--- config.mk ---
export PLATFORM = sky130hd
export DESIGN_NAME = dpio_top
export DESIGN_NICKNAME = d
export VERILOG_FILES = /design/src/core/dpio_pkg.sv /design/src/core/dpio_sync.sv /design/src/core/dpio_bus_ctrl.sv /design/src/core/dpio_top.sv
export SDC_FILE = /design/constraint.sdc
export NUM_CORES = 1
export LEC_CHECK = 0
export BUFFER_PORTS_ARGS = -buffer_cell sky130_fd_sc_hd__buf_2
export CORE_ASPECT_RATIO = 0.7
export CORE_MARGIN = 3
export CORE_UTILIZATION = 50
export CTS_BUF_LIST = sky130_fd_sc_hd__clkbuf_8
export CTS_CLUSTER_DIAMETER = 50
export DETAILED_ROUTE_END_ITERATION = 16
export GPL_ROUTABILITY_DRIVEN = 0
export MAX_ROUTING_LAYER = met4
export PLACE_DENSITY = 0.75
export SLEW_MARGIN = 5
export SYNTH_ARGS = -nofsm -noshare
export SYNTH_HDL_FRONTEND = slang
export SYNTH_HIERARCHICAL = 1
export SYNTH_SLANG_ARGS = --single-unit
export TNS_END_PERCENT = 5
--- constraint.sdc ---
create_clock -name mclk -period 2.2 [get_ports mclk]
set_input_delay 0.22 -clock mclk [delete_from_list [all_inputs] [get_ports mclk]]
set_output_delay 0.22 -clock mclk [all_outputs]
set_load 0.005 [all_outputs]
--- src/core/dpio_pkg.sv ---
// Package for the dual port I/O block with system bus multiplex
// Assumes nothing beyond the modules that use it
`default_nettype none
package dpio_pkg;
    localparam int DW = 8;
    // Register indices as printed; byte address is four times the index
    localparam logic [7:0] THIRD_DIR_IDX = 8'h10;
    localparam logic [7:0] THIRD_DATA_IDX = 8'h11;
    localparam logic [7:0] FOURTH_DIR_IDX = 8'h12;
    localparam logic [7:0] FOURTH_DATA_IDX = 8'h13;
    // Own registers
    localparam logic [7:0] BANK_SEL_IDX = 8'h0f;
    localparam logic [7:0] MODE_IDX = 8'h20;
    localparam logic [7:0] BUS_ADDR_IDX = 8'h21;
    localparam logic [7:0] BUS_WDATA_IDX = 8'h22;
    localparam logic [7:0] BUS_CMD_IDX = 8'h23;
    localparam logic [7:0] BUS_STAT_IDX = 8'h24;
    localparam logic [7:0] DATA_BANK = 8'h01;
    localparam logic [7:0] DIR_RESET = 8'hff;
    localparam logic [7:0] LATCH_RESET = 8'h00;
    localparam logic [7:0] BANK_RESET = 8'h00;
    // Configuration modes: 0 microprocessor, 1 extended, 2/3 microcontroller
    localparam logic [1:0] MODE_MICROPROC = 2'h0;
    localparam logic [1:0] MODE_EXTENDED = 2'h1;
    localparam logic [1:0] MODE_RESET = 2'h3;
    localparam int CMD_RD_BIT = 0;
    localparam int CMD_WR_BIT = 1;
    localparam int PHASE_NS = 100;
    localparam int CLK_MHZ = 20;
    localparam int PHASE_CYC = (PHASE_NS * CLK_MHZ + 999) / 1000;
    typedef enum {BUS_IDLE, BUS_ADDR, BUS_DATA, BUS_DONE} dpio_bus_t;
endpackage
`default_nettype wire

--- src/core/dpio_sync.sv ---
// Two-stage synchroniser for pin inputs
// Assumes the inputs are asynchronous to mclk
`timescale 1ns/1ps
`default_nettype none
module dpio_sync #(
    parameter int W = 8
) (
    input wire logic mclk,
    input wire logic rst_b,
    input wire logic [W-1:0] async_i,
    output logic [W-1:0] sync_o
);
    logic [W-1:0] stage_q;
    always_ff @(posedge mclk or negedge rst_b) begin
        if (!rst_b) begin
            stage_q <= '0;
            sync_o <= '0;
        end else begin
            stage_q <= async_i;
            sync_o <= stage_q;
        end
    end
endmodule
`default_nettype wire

--- src/core/dpio_bus_ctrl.sv ---
// Multiplexed address/data bus sequencer: address phase with latch strobe,
// then a read or write data phase
// Assumes sync pin data from the top and a one-cycle start pulse
`timescale 1ns/1ps
`default_nettype none
module dpio_bus_ctrl #(
    parameter int PHASE = dpio_pkg::PHASE_CYC
) (
    input wire logic mclk,
    input wire logic rst_b,
    input wire logic startRd,
    input wire logic startWr,
    input wire logic [15:0] addr,
    input wire logic [15:0] wdata,
    input wire logic [15:0] pinSync,
    output logic busy,
    output logic [15:0] rdata_q,
    output logic [15:0] adOut_q,
    output logic adOe_q,
    output logic addrLatch_q,
    output logic readEn_b_q,
    output logic writeStrobe_b_q
);
    dpio_pkg::dpio_bus_t state_q;
    logic isRead_q;
    logic [7:0] cnt_q;
    logic last;
    assign last = (cnt_q == 8'(PHASE - 1));
    assign busy = (state_q != dpio_pkg::BUS_IDLE);

    always_ff @(posedge mclk or negedge rst_b) begin
        if (!rst_b) begin
            state_q <= dpio_pkg::BUS_IDLE;
            cnt_q <= 8'h00;
            isRead_q <= 1'b0;
            adOut_q <= 16'h0000;
            adOe_q <= 1'b0;
            addrLatch_q <= 1'b0;
            readEn_b_q <= 1'b1;
            writeStrobe_b_q <= 1'b1;
            rdata_q <= 16'h0000;
        end else begin
            cnt_q <= last ? 8'h00 : cnt_q + 8'h01;
            case (state_q)
                dpio_pkg::BUS_IDLE: begin
                    cnt_q <= 8'h00;
                    if (startRd || startWr) begin
                        state_q <= dpio_pkg::BUS_ADDR;
                        isRead_q <= startRd;
                        adOut_q <= addr;
                        adOe_q <= 1'b1;
                        addrLatch_q <= 1'b1;
                    end
                end
                dpio_pkg::BUS_ADDR: begin
                    if (last) begin
                        state_q <= dpio_pkg::BUS_DATA;
                        addrLatch_q <= 1'b0;
                        adOut_q <= wdata;
                        adOe_q <= !isRead_q;
                        readEn_b_q <= !isRead_q;
                        writeStrobe_b_q <= isRead_q;
                    end
                end
                dpio_pkg::BUS_DATA: begin
                    if (last) begin
                        state_q <= dpio_pkg::BUS_DONE;
                        readEn_b_q <= 1'b1;
                        writeStrobe_b_q <= 1'b1;
                    end
                end
                dpio_pkg::BUS_DONE: begin
                    // Synchroniser lags the pins two cycles, so read data is taken here
                    if (isRead_q) begin
                        rdata_q <= pinSync;
                    end
                    adOe_q <= 1'b0;
                    state_q <= dpio_pkg::BUS_IDLE;
                end
                default: state_q <= dpio_pkg::BUS_IDLE;
            endcase
        end
    end
endmodule
`default_nettype wire

--- src/core/dpio_top.sv ---
// Top of the dual port I/O block with APB register slave
// Assumes APB master on mclk; pins resolved by the bench from the enables
`timescale 1ns/1ps
`default_nettype none
module dpio_top #(
    parameter int PHASE = dpio_pkg::PHASE_CYC
) (
    input wire logic mclk,
    input wire logic rst_b,
    input wire logic psel,
    input wire logic penable,
    input wire logic pwrite,
    input wire logic [11:0] paddr,
    input wire logic [31:0] pwdata,
    output logic [31:0] prdata,
    output logic pready,
    output logic pslverr,
    input wire logic [7:0] thirdPinIn,
    output logic [7:0] thirdPinOut,
    output logic [7:0] thirdPinOe,
    input wire logic [7:0] fourthPinIn,
    output logic [7:0] fourthPinOut,
    output logic [7:0] fourthPinOe,
    output logic addrLatch,
    output logic readEn_b,
    output logic writeStrobe_b,
    output logic busMode
);
    logic [7:0] thirdDir_q;
    logic [7:0] thirdLatch_q;
    logic [7:0] fourthDir_q;
    logic [7:0] fourthLatch_q;
    logic [7:0] bankSel_q;
    logic [1:0] mode_q;
    logic [15:0] busAddr_q;
    logic [15:0] busWdata_q;
    logic [7:0] thirdSync;
    logic [7:0] fourthSync;
    logic [31:0] rdata_d;
    logic [31:0] prdata_q;
    logic addrOk;
    logic bankOk;
    logic wrEn;
    logic startRd;
    logic startWr;
    logic busy;
    logic [15:0] busRdata;
    logic [15:0] adOut;
    logic adOe;

    function automatic logic isIdx(input logic [11:0] a, input logic [7:0] idx);
        return (a[1:0] == 2'h0) && (a[11:2] == {2'h0, idx});
    endfunction

    function automatic logic [7:0] pinOe(input logic [7:0] dir);
        return ~dir;
    endfunction

    dpio_sync #(.W(8)) uThirdSync (
        .mclk(mclk),
        .rst_b(rst_b),
        .async_i(thirdPinIn),
        .sync_o(thirdSync)
    );

    dpio_sync #(.W(8)) uFourthSync (
        .mclk(mclk),
        .rst_b(rst_b),
        .async_i(fourthPinIn),
        .sync_o(fourthSync)
    );

    // Bus mode from configuration
    assign busMode = (mode_q == dpio_pkg::MODE_MICROPROC) || (mode_q == dpio_pkg::MODE_EXTENDED);

    dpio_bus_ctrl #(.PHASE(PHASE)) uBus (
        .mclk(mclk),
        .rst_b(rst_b),
        .startRd(startRd),
        .startWr(startWr),
        .addr(busAddr_q),
        .wdata(busWdata_q),
        .pinSync({fourthSync, thirdSync}),
        .busy(busy),
        .rdata_q(busRdata),
        .adOut_q(adOut),
        .adOe_q(adOe),
        .addrLatch_q(addrLatch),
        .readEn_b_q(readEn_b),
        .writeStrobe_b_q(writeStrobe_b)
    );

    // Pin drive
    always_comb begin
        if (busMode) begin
            thirdPinOut = adOut[7:0];
            fourthPinOut = adOut[15:8];
            thirdPinOe = {8{adOe}};
            fourthPinOe = {8{adOe}};
        end else begin
            thirdPinOut = thirdLatch_q;
            thirdPinOe = pinOe(thirdDir_q);
            fourthPinOut = fourthLatch_q;
            fourthPinOe = pinOe(fourthDir_q);
        end
    end

    // APB: single-cycle access phase, zero wait states
    assign pready = 1'b1;
    assign wrEn = psel && penable && pwrite;
    assign bankOk = (bankSel_q == dpio_pkg::DATA_BANK);
    assign addrOk = isIdx(paddr, dpio_pkg::THIRD_DIR_IDX) || isIdx(paddr, dpio_pkg::THIRD_DATA_IDX)
        || isIdx(paddr, dpio_pkg::FOURTH_DIR_IDX) || isIdx(paddr, dpio_pkg::FOURTH_DATA_IDX)
        || isIdx(paddr, dpio_pkg::BANK_SEL_IDX) || isIdx(paddr, dpio_pkg::MODE_IDX)
        || isIdx(paddr, dpio_pkg::BUS_ADDR_IDX) || isIdx(paddr, dpio_pkg::BUS_WDATA_IDX)
        || isIdx(paddr, dpio_pkg::BUS_CMD_IDX) || isIdx(paddr, dpio_pkg::BUS_STAT_IDX);
    assign pslverr = psel && penable && !addrOk;
    assign startWr = wrEn && isIdx(paddr, dpio_pkg::BUS_CMD_IDX) && busMode && !busy
        && pwdata[dpio_pkg::CMD_WR_BIT];
    assign startRd = wrEn && isIdx(paddr, dpio_pkg::BUS_CMD_IDX) && busMode && !busy
        && pwdata[dpio_pkg::CMD_RD_BIT] && !pwdata[dpio_pkg::CMD_WR_BIT];

    // Direction registers
    always_ff @(posedge mclk or negedge rst_b) begin
        if (!rst_b) begin
            thirdDir_q <= dpio_pkg::DIR_RESET;
            fourthDir_q <= dpio_pkg::DIR_RESET;
        end else if (wrEn && bankOk) begin
            if (isIdx(paddr, dpio_pkg::THIRD_DIR_IDX)) begin
                thirdDir_q <= pwdata[7:0];
            end
            if (isIdx(paddr, dpio_pkg::FOURTH_DIR_IDX)) begin
                fourthDir_q <= pwdata[7:0];
            end
        end
    end

    // Output latches; write touches only the latch
    always_ff @(posedge mclk or negedge rst_b) begin
        if (!rst_b) begin
            thirdLatch_q <= dpio_pkg::LATCH_RESET;
            fourthLatch_q <= dpio_pkg::LATCH_RESET;
        end else if (wrEn && bankOk) begin
            if (isIdx(paddr, dpio_pkg::THIRD_DATA_IDX)) begin
                thirdLatch_q <= pwdata[7:0];
            end
            if (isIdx(paddr, dpio_pkg::FOURTH_DATA_IDX)) begin
                fourthLatch_q <= pwdata[7:0];
            end
        end
    end

    // Bank select, mode and bus request registers
    always_ff @(posedge mclk or negedge rst_b) begin
        if (!rst_b) begin
            bankSel_q <= dpio_pkg::BANK_RESET;
            mode_q <= dpio_pkg::MODE_RESET;
            busAddr_q <= 16'h0000;
            busWdata_q <= 16'h0000;
        end else if (wrEn) begin
            if (isIdx(paddr, dpio_pkg::BANK_SEL_IDX)) begin
                bankSel_q <= pwdata[7:0];
            end
            if (isIdx(paddr, dpio_pkg::MODE_IDX)) begin
                mode_q <= pwdata[1:0];
            end
            if (isIdx(paddr, dpio_pkg::BUS_ADDR_IDX)) begin
                busAddr_q <= pwdata[15:0];
            end
            if (isIdx(paddr, dpio_pkg::BUS_WDATA_IDX)) begin
                busWdata_q <= pwdata[15:0];
            end
        end
    end

    // Read mux; data registers show synchronised pin levels
    always_comb begin
        rdata_d = 32'h0000_0000;
        if (isIdx(paddr, dpio_pkg::THIRD_DIR_IDX) && bankOk) begin
            rdata_d = {24'h000000, thirdDir_q};
        end else if (isIdx(paddr, dpio_pkg::THIRD_DATA_IDX) && bankOk) begin
            rdata_d = {24'h000000, thirdSync};
        end else if (isIdx(paddr, dpio_pkg::FOURTH_DIR_IDX) && bankOk) begin
            rdata_d = {24'h000000, fourthDir_q};
        end else if (isIdx(paddr, dpio_pkg::FOURTH_DATA_IDX) && bankOk) begin
            rdata_d = {24'h000000, fourthSync};
        end else if (isIdx(paddr, dpio_pkg::BANK_SEL_IDX)) begin
            rdata_d = {24'h000000, bankSel_q};
        end else if (isIdx(paddr, dpio_pkg::MODE_IDX)) begin
            rdata_d = {30'h00000000, mode_q};
        end else if (isIdx(paddr, dpio_pkg::BUS_ADDR_IDX)) begin
            rdata_d = {16'h0000, busAddr_q};
        end else if (isIdx(paddr, dpio_pkg::BUS_WDATA_IDX)) begin
            rdata_d = {16'h0000, busWdata_q};
        end else if (isIdx(paddr, dpio_pkg::BUS_STAT_IDX)) begin
            rdata_d = {15'h0000, busy, busRdata};
        end
    end

    // Read data captured in setup phase, stable through access
    always_ff @(posedge mclk or negedge rst_b) begin
        if (!rst_b) begin
            prdata_q <= 32'h0000_0000;
        end else if (psel && !penable) begin
            prdata_q <= rdata_d;
        end
    end
    assign prdata = prdata_q;
endmodule
`default_nettype wire

After elaboration in Yosys (flattened, before gate mapping)
Cells that the tools add are included.

Bits in registers: 215.

Mux-type cells: 31. Equal/unequal tests: 19. Bitwise gates (word level): 2. $add $sub $neg: 1. Reductions and logical operators: 62.

Operators with widths (number): 17-bit two-way mux (9); 32-bit two-way mux (3); 32-bit case mux with 3 select lines (1); 32-bit by 2-bit == test with 1-bit output, second input constant (2); 10-bit by 6-bit == test with 1-bit output, second input constant (5); 8-bit two-way mux (6); 10-bit by 5-bit == test with 1-bit output, second input constant (4); 32-bit by 1-bit == test with 1-bit output, second input constant (1); 32-bit zero test (1); 16-bit two-way mux (2); 16-bit case mux with 2 select lines (1); 32-bit nonzero test (1); 1-bit logical AND (25); 2-bit AND reduction (10); 8-bit by 1-bit == test with 1-bit output, second input constant (2); 8-bit inverter (2); 3-bit AND reduction (4); 1-bit logical OR (11); 10-bit by 4-bit == test with 1-bit output, second input constant (1); 8-bit by 1-bit adder with 8-bit output, second input constant (1); 2-bit by 1-bit != test with 1-bit output, second input constant (3); 1-bit case mux with 2 select lines (3); 1-bit zero test (5); 1-bit two-way mux (5); other kinds (5) (7).

Longest topological paths before layout
Word-level depth: 13. Mapped depth: 11.

Modules after synthesis
Netlist, hierarchy kept.

Modules (own cells, without submodules): dpio_top (instances 1, area each 4862.2 um^2, seq. area each 2299.7 um^2, cells each 429); dpio_bus_ctrl (instances 1, area each 2129.5 um^2, seq. area each 1178.6 um^2, cells each 161); dpio_sync (instances 2, area each 400.4 um^2, seq. area each 400.4 um^2, cells each 16).

Worst setup path before layout
No wires, ideal clock.

Path kind: register to register. Start point: register uBus.state_q[0]. End point: register uBus.adOut_q[10]. Buffers on the path: 2. Stages on the path, launching flop included: 12. Clock period less this slack: 2.278 ns. Setup time: 0.067 ns. Path slack: -0.078 ns. Arrival: 2.211 ns. Cells stage by stage: dfrtp_1 > inv_1 > ha_1 > inv_1 > nor4_1 > and3b_1 > nor3b_4 > nor3_2 > nand2b_1 > buf_6 > buf_6 > o221a_1.

Longest elaborated chain between the ends: 8.

Ends and longest elaborated chain: start: declaration (line dpio_bus_ctrl.sv:24) `dpio_pkg::dpio_bus_t state_q;`; start signal: assignment (line dpio_bus_ctrl.sv:33) `state_q <= dpio_pkg::BUS_IDLE;`; start signal: assignment (line dpio_bus_ctrl.sv:48) `state_q <= dpio_pkg::BUS_ADDR;`; start signal: assignment (line dpio_bus_ctrl.sv:57) `state_q <= dpio_pkg::BUS_DATA;`; 32-bit nonzero test (line dpio_bus_ctrl.sv:29) `assign busy = (state_q != dpio_pkg::BUS_IDLE);`; via busy (line dpio_top.sv:46) `logic busy;`; 1-bit zero test (line dpio_top.sv:120) `assign startRd = wrEn && isIdx(paddr, dpio_pkg::BUS_CMD_IDX) && busMode && !busy`; 1-bit logical AND (line dpio_top.sv:120); 1-bit logical AND (2 in a row) (line dpio_top.sv:121) `&& pwdata[dpio_pkg::CMD_RD_BIT] && !pwdata[dpio_pkg::CMD_WR_BIT];`; via startRd (line dpio_top.sv:44) `logic startRd;`; 1-bit logical OR (line dpio_bus_ctrl.sv:47) `if (startRd || startWr) begin`; 2-bit by 1-bit != test with 1-bit output (no source line); 3-bit AND reduction (no source line); end signal: assignment (line dpio_bus_ctrl.sv:50) `adOut_q <= addr;`; end signal: assignment (line dpio_bus_ctrl.sv:59) `adOut_q <= wdata;`; end: declaration (line dpio_bus_ctrl.sv:18) `output logic [15:0] adOut_q,`.

The timed path passes the listed nets, and every way through them passes these cells. A chain may end at the register's enable or synchronous reset.

Final worst setup path
Start point: register uBus.state_q[1]. End point: register uBus.adOut_q[5].

Same word-level chain as after synthesis.

==> results.cfg <==
[die]
start_util_pct = 52.1
rows = 37
core_area_sq_um = 15000
ios = 135
die-width_microns = 155
dieArea_sq_um = 17100
dieHeight_microns = 110

[clock_network]
clk_pin_slew_ns = 0.09
cts.sinks = 170
cts_tree = yes
clock_latency_ns = 0.45
cts_made_buffers = 17
cts_buffer_depth = 2
htree_levels = 4
cts_root_buf = clkbuf_8

[worst_setup_path]
crit_type = flip-flop to flip-flop
reg2reg_depth = 10
worst_ep_required_time_ns = 2.54
start_kind = flip-flop
r2r_setup_slack_ns = 0.09
worstReg2RegEnd = uBus/adOut_q[5]$_DFFE_PN0P_
crit_arrival_ns = 2.45
crit_fanout = 5
worstReg2RegStart = uBus/state_q[1]$_DFFE_PN0P_
end_kind = flip-flop

[cells_and_area]
fin_cells = 990
final_cell_mix = dfrtp_1, mux2_2, buf_2
final_nets = 853
antenna_cells = 0
syn_to_final_growth_pct = 20.0
final_common_cell = dfrtp_1
design_area_sq_um = 9350
layout-drive-gt1-share_pct = 43.1

[synthesis]
synth_cells = 622
yosysSeqAreaShare_pct = 54.9
ys.flop_type = dfrtp_1
syn-cell-area_sq_um = 7790
synth_seq_cells = 170
synth_edf_count = 0
postSynthAreaPerCell_sq_um = 12.5
synth-async-reset-ratio_pct = 100
yosysWarnings = 6
synthDistinctLibCells = 74

[run_status]
outcome = finished, final reports clean

[pwr]
peakVddDrop_mv = 0.413
p_switching_uw = 2450
p_comb_share_pct = 27.2
power_leakage_uw = 0.00436
seqPwrFrac_pct = 46.1
p_int_uw = 5420
finalPower_uw = 7880
p_per_area_nw_per_um2 = 842
switching_share_pct = 31.2
clkPwrFrac_pct = 26.7

[detailed_routing]
finalWirelength_microns = 20400
ant_nets = 0
drtIter0Drc = 645
dr_total_vias = 5916
drt_pre_antenna_iters = 9
route.detailed.drc = 0
post_drt_wl_per_cell_microns = 20.6
viasPerCell = 5.98

[placed_design]
placed_area_sq_um = 8730
portBuffers = 102
post-place-ws_ns = -0.0539
placed_cells = 937
dp_hpwl_microns = 15000

[worst_hold_path]
hold_path.class = input port to flip-flop
min_from = pwdata[13]
hold_depth = 2
min_to = busAddr_q[13]$_DFFE_PN0P_

[global_routing]
grt_usage_pct = 24.8
grt_max_degree = 79
overflow = 0
grt_pass1_vias = 5901
grt_pass1_wl_microns = 32300
antenna_found_initial = 0

[sta]
period_minus_slack_ns = 2.11
hold_viol = 0
fmax_mhz = 474
clock-skew-final_ns = 0.0154
finalSetupViolations = 0
rsz0062_at_grt = no
min_period_over_period_pct = 95.9
maxSlewViolCount = 0
timing.final.ws_setup_ns = 0.0911

[job]
maxCapViolations = 0
-- flip-flops by register name, summed over array words and instances (netlist names), 2 cells and up --
signal / count
bankSel_q: 8
busAddr_q: 16
busWdata_q: 16
fourthDir_q: 8
fourthLatch_q: 8
mode_q: 2
prdata: 17
thirdDir_q: 8
thirdLatch_q: 8
uBus/adOut_q: 16
uBus/cnt_q: 8
uBus/rdata_q: 16
uBus/state_q: 2
uFourthSync/stage_q: 8
uFourthSync/sync_o: 8
uThirdSync/stage_q: 8
uThirdSync/sync_o: 8
-- cell usage after synthesis, drive strengths merged (5+ instances only) --
| cell type | number | area share (%) |
|---|---|---|
| dfrtp | 150 | 48 |
| mux2 | 107 | 15 |
| nand2 | 34 | 1.9 |
| nor2 | 32 | 1.6 |
| a21oi | 31 | 2.0 |
| buf | 27 | 2.7 |
| o21ai | 24 | 1.5 |
| dfstp | 20 | 6.7 |
| nor3 | 17 | 1.6 |
| o221a | 17 | 2.5 |
| nand2b | 16 | 1.3 |
| clkbuf | 14 | 0.93 |
| nand3 | 11 | 0.71 |
| inv | 8 | 0.39 |
| nor4 | 7 | 0.75 |
| nor4b | 7 | 1.1 |
| a221oi | 6 | 0.67 |
| a222oi | 6 | 0.77 |
| a22o | 6 | 0.67 |
| ha | 6 | 0.96 |
| nor2b | 6 | 0.48 |
| o211ai | 5 | 0.48 |
| o22ai | 5 | 0.40 |
| xor2 | 5 | 0.56 |
-- how the worst max path moves through the flow --
| stage | startpoint | endpoint | slack (ns) | cells past startpoint |
|---|---|---|---|---|
| floorplan | uBus/state_q[0]$_DFFE_PN0P_ | uBus/adOut_q[10]$_DFFE_PN0P_ | 0.03 | 11 |
| global placement | paddr[6] | uBus/adOut_q[13]$_DFFE_PN0P_ | 0.05 | 10 |
| detailed placement | paddr[6] | uBus/adOut_q[5]$_DFFE_PN0P_ | -0.05 | 10 |
| CTS | mode_q[1]$_DFFE_PN1P_ | thirdPinOe[1] | -0.003 | 4 |
| global route | uBus/state_q[1]$_DFFE_PN0P_ | uBus/adOut_q[6]$_DFFE_PN0P_ | 0.002 | 9 |
| finish | uBus/state_q[1]$_DFFE_PN0P_ | uBus/adOut_q[5]$_DFFE_PN0P_ | 0.09 | 10 |
-- power by group through the flow --
stage	sequential, uW	clock, uW	combinational, uW
global placement	3670	0	1990
detailed placement	3690	0	2070
CTS	3630	2130	2120
finish	3630	2100	2140
floorplan	3600	0	1290
global route	3660	2270	2350
-- worst max-delay path, stage by stage, from the launching register on --
cell	delay, ns
dfrtp_1	0.43
inv_2	0.10
ha_4	0.16
inv_2	0.04
nor4_2	0.26
and3b_2	0.27
nor3b_4	0.07
nor3_4	0.12
buf_4	0.16
or2b_1	0.25
o221a_1	0.13
-- per-stage QoR --
step	util, %	hold WS (ns)	setup TNS [ns]
floorplan	-	-0.0756	0
global placement	58.4	0.0980	0
detailed placement	58.4	0.104	-0.451
CTS	62.3	0.00300	-0.00283
global route	62.6	0.00474	0
finish	62.6	0.0251	0
-- layer usage --
metal	global-route usage, %	vias to the layer above	wire [microns]
li1	-	2607	-
met1	36.4	2928	9230
met2	35.4	337	8820
met3	4.97	44	1940
met4	6.59	0	450
met5	-	-	0
-- logic make-up (layout without fill, tap and decap cells) --
group / Yosys count / after routing / share of synthesized area, %
flops: 170 / 170 / 54.9
other cells: 2 / 16 / 0.0964
compound gates: 128 / 128 / 11.9
simple gates: 153 / 153 / 11.8
fa+ha+maj: 6 / 6 / 0.963
xor+xnor: 6 / 6 / 0.674
mux: 108 / 108 / 15.6
buf+inv: 49 / 208 / 3.98
-- area by class of cell --
| class | instances | area, sq um |
|---|---|---|
| Clock buffer | 20 | 275 |
| Timing Repair Buffer | 168 | 1110 |
| Sequential cell | 170 | 4280 |
| Tap cell | 195 | 244 |
| Multi-Input combinational cell | 417 | 3310 |
| Inverter | 8 | 30.0 |
| Clock inverter | 12 | 106 |
| Fill cell | 1184 | 5600 |
-- timing repair --
item                                    CTS  global route
endpoints found under the hold margin    99             0
gates resized for setup                   3             7
hold buffers                             19             0
buffers inserted                          0             3
pin swaps                                 1             3
endpoints found under the setup margin   31            45
No activity file was read; power rests on OpenSTA's default activity.
